[src/aas_defines.vh]
`ifndef AAS_DEFINES_VH
`define AAS_DEFINES_VH
`define AAS_ADDR_CTRL      4'h0
`define AAS_ADDR_COND      4'h4
`define AAS_ADDR_FLAGS     4'h8
`define AAS_ADDR_EVENT     4'hC
`define AAS_BIT_SUPPLY     0
`define AAS_BIT_SHORTDET   1
`define AAS_BIT_RECOVER    2
`define AAS_BIT_OPENDET    3
`define AAS_CTRL_RESET     4'h0
`define AAS_COND_INIT      2'h0
`define AAS_COND_OK        2'h1
`define AAS_COND_SHORT     2'h2
`define AAS_COND_OPEN      2'h3
`define AAS_RESP_OKAY      2'h0
`define AAS_RESP_SLVERR    2'h2
`define AAS_RECOVER_CYCLES 1000000
`endif

[src/aas_supervisor.v]
// Operation
// - four enables, writing 1 turns function on
// - no condition reports while supply control off
// - cut output high removes power, else low
// - short sense active low, low means short
// - short without power-down: report, keep power
// - short stays latched until recovery, reset, toggle
// - recovery enabled: short cuts supply, reports SHORT
// - after timeout restore power, resample, OK
// - presence low gives OPEN, high gives OK
// - report INIT first, then OK when fault-free
// - capability flags shown only for enabled functions
//
// Local design decisions: the register addresses and the AXI4-Lite slave port.
`include "aas_defines.vh"
module aas_supervisor #(
  parameter RECOVER_CYCLES = `AAS_RECOVER_CYCLES
) (
  input  wire        sys_clk,
  input  wire        sys_rst,
  input  wire        short_sense_n,
  input  wire        presence_sense_pin,
  output reg         supply_cut_out,
  output reg  [1:0]  condition_report,
  output wire [4:0]  supervisor_flags_report,
  output reg         condition_event,
  input  wire [3:0]  s_axil_awaddr,
  input  wire        s_axil_awvalid,
  output wire        s_axil_awready,
  input  wire [31:0] s_axil_wdata,
  input  wire [3:0]  s_axil_wstrb,
  input  wire        s_axil_wvalid,
  output wire        s_axil_wready,
  output reg  [1:0]  s_axil_bresp,
  output reg         s_axil_bvalid,
  input  wire        s_axil_bready,
  input  wire [3:0]  s_axil_araddr,
  input  wire        s_axil_arvalid,
  output wire        s_axil_arready,
  output reg  [31:0] s_axil_rdata,
  output reg  [1:0]  s_axil_rresp,
  output reg         s_axil_rvalid,
  input  wire        s_axil_rready
);
  localparam ST_INIT  = 4'b0001;
  localparam ST_RUN   = 4'b0010;
  localparam ST_CUT   = 4'b0100;
  localparam ST_RETRY = 4'b1000;

  reg  [3:0]  ctrl;
  reg  [1:0]  short_sync;
  reg  [1:0]  pres_sync;
  reg  [3:0]  state;
  reg  [31:0] timer;
  reg         short_latched;
  reg         prev_shortdet;
  reg  [31:0] event_count;
  reg  [1:0]  next_cond;

  wire supply_en   = ctrl[`AAS_BIT_SUPPLY];
  wire shortdet_en = ctrl[`AAS_BIT_SHORTDET];
  wire recover_en  = ctrl[`AAS_BIT_RECOVER];
  wire opendet_en  = ctrl[`AAS_BIT_OPENDET];
  wire short_now   = shortdet_en & ~short_sync[1];
  wire open_now    = opendet_en & ~pres_sync[1];

  // flags: supply, short, open, power-down-on-short, recovery
  assign supervisor_flags_report = {recover_en & shortdet_en, recover_en & shortdet_en,
                                    opendet_en, shortdet_en, supply_en};

  // two-stage synchronisers, only the second stage is read
  always @(posedge sys_clk) begin
    if (sys_rst) begin
      short_sync <= 2'h3;
      pres_sync  <= 2'h3;
    end else begin
      short_sync <= {short_sync[0], short_sense_n};
      pres_sync  <= {pres_sync[0], presence_sense_pin};
    end
  end

  // write channel: both address and data must be present
  wire wr_go = s_axil_awvalid & s_axil_wvalid & ~s_axil_bvalid;
  assign s_axil_awready = wr_go;
  assign s_axil_wready  = wr_go;
  wire rd_go = s_axil_arvalid & ~s_axil_rvalid;
  assign s_axil_arready = rd_go;

  always @(posedge sys_clk) begin
    if (sys_rst) begin
      ctrl          <= `AAS_CTRL_RESET;
      s_axil_bvalid <= 1'b0;
      s_axil_bresp  <= `AAS_RESP_OKAY;
    end else begin
      if (wr_go) begin
        s_axil_bvalid <= 1'b1;
        if (s_axil_awaddr == `AAS_ADDR_CTRL) begin
          s_axil_bresp <= `AAS_RESP_OKAY;
          if (s_axil_wstrb[0])
            ctrl <= s_axil_wdata[3:0];
        end else begin
          s_axil_bresp <= `AAS_RESP_SLVERR;
        end
      end else if (s_axil_bready) begin
        s_axil_bvalid <= 1'b0;
      end
    end
  end

  always @(posedge sys_clk) begin
    if (sys_rst) begin
      s_axil_rvalid <= 1'b0;
      s_axil_rdata  <= 32'h00000000;
      s_axil_rresp  <= `AAS_RESP_OKAY;
    end else begin
      if (rd_go) begin
        s_axil_rvalid <= 1'b1;
        s_axil_rresp  <= `AAS_RESP_OKAY;
        case (s_axil_araddr)
          `AAS_ADDR_CTRL:  s_axil_rdata <= {28'h0000000, ctrl};
          `AAS_ADDR_COND:  s_axil_rdata <= {29'h00000000, supply_cut_out, condition_report};
          `AAS_ADDR_FLAGS: s_axil_rdata <= {27'h0000000, supervisor_flags_report};
          `AAS_ADDR_EVENT: s_axil_rdata <= event_count;
          default: begin
            s_axil_rdata <= 32'h00000000;
            s_axil_rresp <= `AAS_RESP_SLVERR;
          end
        endcase
      end else if (s_axil_rready) begin
        s_axil_rvalid <= 1'b0;
      end
    end
  end

  // condition computed from latched or live short and live open sense
  always @* begin
    // a fresh short is reported in the same edge as the cut, never after it
    if (short_latched || short_now)
      next_cond = `AAS_COND_SHORT;
    else if (open_now)
      next_cond = `AAS_COND_OPEN;
    else
      next_cond = `AAS_COND_OK;
  end

  always @(posedge sys_clk) begin
    if (sys_rst) begin
      state            <= ST_INIT;
      condition_report <= `AAS_COND_INIT;
      supply_cut_out   <= 1'b0;
      short_latched    <= 1'b0;
      prev_shortdet    <= 1'b0;
      timer            <= 32'h00000000;
      condition_event  <= 1'b0;
      event_count      <= 32'h00000000;
    end else begin
      prev_shortdet   <= shortdet_en;
      condition_event <= 1'b0;
      case (state)
        ST_INIT: begin
          supply_cut_out   <= 1'b0;
          short_latched    <= 1'b0;
          condition_report <= `AAS_COND_INIT;
          if (supply_en)
            state <= ST_RUN;
        end
        ST_RUN: begin
          supply_cut_out <= 1'b0;
          if (!supply_en) begin
            state <= ST_INIT;
          end else if (shortdet_en && !prev_shortdet) begin
            short_latched <= 1'b0;
          end else if (short_now && recover_en) begin
            short_latched  <= 1'b1;
            supply_cut_out <= 1'b1;
            timer          <= 32'h00000000;
            state          <= ST_CUT;
          end else if (short_now) begin
            short_latched <= 1'b1;
          end
          if (supply_en && (condition_report != next_cond)) begin
            condition_report <= next_cond;
            condition_event  <= 1'b1;
            event_count      <= event_count + 32'h00000001;
          end
        end
        ST_CUT: begin
          supply_cut_out <= 1'b1;
          if (!supply_en) begin
            state <= ST_INIT;
          end else if (!recover_en || !shortdet_en) begin
            supply_cut_out <= 1'b0;
            short_latched  <= 1'b0;
            state          <= ST_RUN;
          end else if (timer >= RECOVER_CYCLES - 1) begin
            supply_cut_out <= 1'b0;
            timer          <= 32'h00000000;
            state          <= ST_RETRY;
          end else begin
            timer <= timer + 32'h00000001;
          end
        end
        ST_RETRY: begin
          // sense path needs sync delay plus settling before resampling
          supply_cut_out <= 1'b0;
          if (timer >= 32'h00000003) begin
            timer <= 32'h00000000;
            if (short_now) begin
              supply_cut_out <= 1'b1;
              state          <= ST_CUT;
            end else begin
              short_latched <= 1'b0;
              state         <= ST_RUN;
            end
          end else begin
            timer <= timer + 32'h00000001;
          end
        end
        default: state <= ST_INIT;
      endcase
    end
  end
endmodule

[config.mk]
export PLATFORM = sky130hd
export DESIGN_NAME = aas_supervisor
export DESIGN_NICKNAME = d
export VERILOG_FILES = /design/src/aas_supervisor.v
export VERILOG_INCLUDE_DIRS = /design/src
export SDC_FILE = /design/constraint.sdc
export NUM_CORES = 1
export LEC_CHECK = 0
export BUFFER_PORTS_ARGS = -buffer_cell sky130_fd_sc_hd__buf_2
export CAP_MARGIN = 15
export CORE_ASPECT_RATIO = 1.2
export CORE_MARGIN = 2
export CORE_UTILIZATION = 58
export CTS_BUF_LIST = sky130_fd_sc_hd__clkbuf_4 sky130_fd_sc_hd__clkbuf_8
export CTS_CLUSTER_SIZE = 14
export DETAILED_ROUTE_END_ITERATION = 6
export PLACE_DENSITY = 0.93
export SLEW_MARGIN = 20
export SYNTH_ARGS = -nofsm -noshare
export SYNTH_HDL_FRONTEND = slang
export SYNTH_SLANG_ARGS = --single-unit
[constraint.sdc]
create_clock -name sys_clk -period 3.05 [get_ports sys_clk]
set_input_delay 0.1525 -clock sys_clk [delete_from_list [all_inputs] [get_ports sys_clk]]
set_output_delay 0.1525 -clock sys_clk [all_outputs]
set_load 0.005 [all_outputs]
==> run metrics, run 1 <==
outcome complete, no violations; delay-heaviest family, CP simple AND/OR/NAND/NOR gates; final clock skew 13.1 ps; CP peak stage delay 830 ps; Yosys reg bits 118; Final Setup Violations 0; crit end category flip-flop; PortBufs 69; Arr. time, crit path 2860 ps; global route overflow 0; Buf+Inv Stages, Crit Path 1; vias in the first global route 5507; detailed-route wire length 15200 um; peak supply drop 0.196 mV; 1st-iter DRT viols 581; pin count of the biggest net entering global routing 55; Cells after Synth 709; WL/cell 16.8 um; Core Box Area 0.00996 mm2; Remaining DRCs 0; most common cell in the synthesized netlist dfxtp_1; RSZ-0062 raised after global routing false; GP Congestion 0.911; post-synthesis average cell area 8.29 um2; Layout area overhead 14.0%; Longest Clk Path Bufs 2; worst hold slack 10.6 ps; routed vias 5882; # H-tree levels 4; CTS buffer count 17; Commonest cells post-synth dfxtp_1, nor2_1, nand2_1; Ys Warns 0; initial antenna violation count 0; Via density 6.53; cell accounting for the most synthesized area dfxtp_1; TritonRoute pass-1 iters 7; crit start category flip-flop; synth unique cells 67; Max Slew Vio Count 0; mapped cell area 0.00588 mm2; height of the die 114 um; Worst slew margin 34.0%; type of the worst min-delay path in2reg; num rows 40; layout net count 817; Pwr Density 461 mW/mm2; Max FO, Critical Path 14; Setup CP Type reg2reg; Crit-path slowest cell or4b_2; dpl cells 862; share of cells above drive strength 1 19.4%; minimum clock period 2530 ps; Die ar. 0.0110 mm2; clock slew at reported path FFs 70 ps; top post-synthesis cells by area dfxtp_1, nor2_1, a22oi_1, a21oi_1, nand2_1; # IOs 103; Num Clock Sinks 118; final hold viol count 0; final worst path period share 82.8%; Layout Cells excl Fill 901; DP Area 0.00623 mm2; global-route wire length before repair 24800 um; Setup WS pre-CTS 553 ps; Critical Path RT 3390 ps; number of flops mapped to enable cells by yosys 0; max_cap viols 0; Die X 95.9 um; TritonCTS clock tree yes; Total Power 3.09 mW; all-layer global routing usage 28.2%; Seq/Total Area, Yosys 40.2%; post-layout util 67.3%; HPWL after detailed placement 10100 um; Main synth FF type dfxtp_1; antenna fix cells 0; Root Driver clkbuf_8; clk_lat worst skew 450 ps; Setup TNS 0 ps; ANT nets after route 0; postcts setup bufs 0; fmax 0.396 GHz; share of flip-flops with an asynchronous set or reset 0%; crit path cell chain or4b_2, nor4_4, buf_4, nor2_1, o311ai_0; Setup WS post-layout 525 ps; post-route cell area 0.00670 mm2; worst slew pin tran 989 ps; Pleak 2.45 nW; top cell type's share of synthesized area 40.2%; Starting Density 59.0%
power by group:
| part | leakage [nW] | total, mW | internal, mW | switching, mW |
|---|---|---|---|---|
| Combinational | 1.31 | 0.106 | 0.0370 | 0.0688 |
| Clock | 0.195 | 1.43 | 0.751 | 0.679 |
| Sequential | 0.952 | 1.55 | 1.55 | 0.00422 |
repair_timing:
action / in CTS / in global routing
hold buffers: 7 / 0
resized for setup: 0 / 0
hold endpoints to repair: 7 / 0
layout by cell type (no fill, tap or decap), drive strengths merged, types with 7 or more instances in the layout:
cell type / n
or4: 13
nor2: 83
inv: 20
or2: 11
nand2: 53
o21ai: 25
mux2i: 7
nor4: 20
nor3: 14
nand3: 30
nor2b: 15
o2111ai: 9
o31ai: 14
o211ai: 8
clkinv: 8
dfxtp: 118
buf: 81
a21oi: 44
clkbuf: 18
mux2: 10
and3: 9
nand4: 16
or3: 21
a22oi: 31
dlygate4sd3: 7
final timing paths:
check / cells past startpoint / slack, ps / to / from
max: 5 / 520 / timer[10] / state[3]
min reg2reg: 1 / 410 / short_sync[1] / short_sync[0]
min: 4 / 10 / s_axil_bvalid / s_axil_bready
max reg2reg: 5 / 520 / timer[10] / state[3]
state kept, by name (all words and copies together), names as in the netlist:
| signal | flops |
|---|---|
| condition_event | 1 |
| s_axil_rdata | 32 |
| condition_report | 2 |
| ctrl | 4 |
| s_axil_rresp | 1 |
| short_latched | 1 |
| event_count | 32 |
| timer | 32 |
| prev_shortdet | 1 |
| short_sync | 2 |
| state | 4 |
| pres_sync | 2 |
| s_axil_bresp | 1 |
| s_axil_rvalid | 1 |
| s_axil_bvalid | 1 |
| supply_cut_out | 1 |
kinds of logic (layout without fill, tap and decap cells):
logic type | after synthesis | count (layout) | share of synthesized area, %
buf+inv | 74 | 139 | 5.49
flops | 118 | 118 | 40.2
xor+xnor | 8 | 8 | 1.19
compound gates | 176 | 176 | 20.8
fa+ha+maj | 2 | 2 | 0.426
mux | 18 | 18 | 3.49
other cells | 1 | 2 | 0.0638
simple gates | 312 | 312 | 28.3
worst min-delay path: cells and delay by family:
kind                   cells  cell delay (ps)
buffers and inverters      2              130
AND/OR/NAND/NOR            1               70
AO/OA/AOI/OAI              1               60
routing by layer:
layer	wire (um)	track usage, %	share of wire, %
met1	5790	32.7	38
met2	7890	49.0	52
met3	1120	7.11	7.4
met4	365	11.1	2.4
met5	0	0	0
final cells by class:
type,instances,area [um2]
multi-input combinational,518,3200
timing repair buffer,88,505
sequential,118,2360
inverter,19,71.3
clock inverter,14,154
fill,731,3260
clock buffer,18,248
tap,126,158
Power figures use the tool's default switching activity.
==> run 2: changes to the inputs <==
- CORE_UTILIZATION: 58 -> 53
- PLACE_DENSITY: 0.93 -> 0.9
- clock period: 3.05 -> 2.3 ns (I/O delays scaled with it)
==> run metrics, run 2 (synthesis gave the netlist of run 1 again) <==
global route overflow 0 (unchanged); TritonRoute pass-1 iters 6 (was 7); share of cells above drive strength 1 23.9% (was 19.4%); pin count of the biggest net entering global routing 36 (was 55); # H-tree levels 4 (unchanged); Via density 6.30 (was 6.53); minimum clock period 2280 ps (was 2530 ps); max_cap viols 0 (unchanged); clk_lat worst skew 440 ps (was 450 ps); num rows 42 (was 40); initial antenna violation count 0 (unchanged); final clock skew 14.8 ps (was 13.1 ps); final hold viol count 0 (unchanged); Max FO, Critical Path 9 (was 14); crit path to timer[24] (was timer[10]); Die ar. 0.0119 mm2 (was 0.0110 mm2); Worst slew margin 35.6% (was 34.0%); post-route cell area 0.00716 mm2 (was 0.00670 mm2); # IOs 103 (unchanged); Pwr Density 585 mW/mm2 (was 461 mW/mm2); layout net count 861 (was 817); Setup CP Type reg2reg (unchanged); antenna fix cells 0 (unchanged); final worst path period share 98.9% (was 82.8%); Remaining DRCs 0 (unchanged); Setup WS pre-CTS 51.4 ps (was 553 ps); Final Setup Violations 0 (unchanged); commonest non-fill, non-tap cell in the layout dfxtp_1 (unchanged); Critical Path RT 2630 ps (was 3390 ps); Die X 100 um (was 95.9 um); Layout area overhead 21.8% (was 14.0%); Num Clock Sinks 118 (unchanged); Setup WS post-layout 24.5 ps (was 525 ps); Longest Clk Path Bufs 2 (unchanged); routed vias 5975 (was 5882); Root Driver clkbuf_8 (unchanged); Starting Density 53.8% (was 59.0%); post-layout util 65.5% (was 67.3%); TritonCTS clock tree yes (unchanged); type of the worst min-delay path in2reg (unchanged); CTS buffer count 17 (unchanged); Worst Setup SP timer[10] (was state[3]); 1st-iter DRT viols 624 (was 581); Regs by FF count event_count (32), s_axil_rdata (32), timer (32) (unchanged); outcome complete, no violations (unchanged); crit end category flip-flop (unchanged); commonest cells after routing, fill and taps aside dfxtp_1, nor2_1, buf_2 (unchanged); reg2reg path depth 7 (was 5); worst slew pin tran 966 ps (was 989 ps); fmax 0.439 GHz (was 0.396 GHz); Total Power 4.19 mW (was 3.09 mW); detailed-route wire length 15300 um (was 15200 um); internal reg-to-reg setup slack 20 ps (was 520 ps); Max Slew Vio Count 0 (unchanged); clock slew at reported path FFs 70 ps (about the same); crit start category flip-flop (unchanged); Pleak 2.72 nW (was 2.45 nW); PortBufs 69 (unchanged); Fillers 869 (was 731); GP Congestion 0.887 (was 0.911); global-route wire length before repair 24700 um (was 24800 um); WL/cell 16.1 um (was 16.8 um); Setup TNS 0 ps (unchanged); worst flop-to-flop path startpoint timer[10] (was state[3]); Core Box Area 0.0109 mm2 (was 0.00996 mm2); Arr. time, crit path 2600 ps (was 2860 ps); peak supply drop 0.348 mV (was 0.196 mV); all-layer global routing usage 25.0% (was 28.2%); DP Area 0.00652 mm2 (was 0.00623 mm2); reg2reg end timer[24] (was timer[10]); ANT nets after route 0 (unchanged); HPWL after detailed placement 9990 um (was 10100 um); height of the die 119 um (was 114 um); vias in the first global route 5442 (was 5507)
run 2: final cells by class:
class                   count  area, um2  area share (%)
clock inverters             8        124            1.73
inverters                  19       71.3           0.997
clock buffers              22        290            4.06
multi-input cells         518       3220            45.0
flip-flops and latches    118       2360            33.0
well taps                 132        165            2.31
repair buffers            132        920            12.8
run 2: per-stage QoR:
| step | hold slack, ps | instances |
|---|---|---|
| after floorplan | 219 | 710 |
| after global placement | 298 | 901 |
| after detailed placement | 301 | 901 |
| after CTS | 5.29 | 940 |
| after global routing | 33.5 | 949 |
| final | 16.3 | 949 |
run 2: worst min-delay path by stage:
stage / from / cells after the start / to
floorplan: presence_sense_pin / 1 / pres_sync[0]
global placement: presence_sense_pin / 2 / pres_sync[0]
detailed placement: presence_sense_pin / 2 / pres_sync[0]
CTS: s_axil_araddr[1] / 4 / s_axil_rdata[4]
global route: s_axil_araddr[1] / 4 / s_axil_rdata[4]
finish: s_axil_araddr[1] / 4 / s_axil_rdata[4]
run 2: worst max-delay path, stage by stage (launching register included):
cell and delay [ps]:
dfxtp_2 330, or4_4 530, or3_4 380, o311a_4 350, o31ai_4 220, buf_6 160, clkbuf_16 150, nor2_1 40
run 2: power breakdown:
| group | internal (mW) | leakage (nW) | total [mW] | switching [mW] |
|---|---|---|---|---|
| sequential | 2.05 | 0.952 | 2.06 | 0.00509 |
| clock | 1.17 | 0.208 | 1.97 | 0.804 |
| combinational | 0.0646 | 1.56 | 0.161 | 0.0962 |
run 2: what timing repair did:
item / in CTS / in global routing
setup endpoints to repair: 0 / 27
hold buffers: 9 / 0
hold endpoints to repair: 9 / 0
buffers inserted: 0 / 7
resized for setup: 0 / 7
run 2: layer usage:
layer / vias to the layer above / share of wire (%) / GRT usage, %
li1: 2818 / - / -
met2: 274 / 52 / 44.0
met4: 0 / 2.5 / 11.0
met5: - / 0 / 0
met1: 2840 / 40 / 29.0
met3: 43 / 6.2 / 4.99
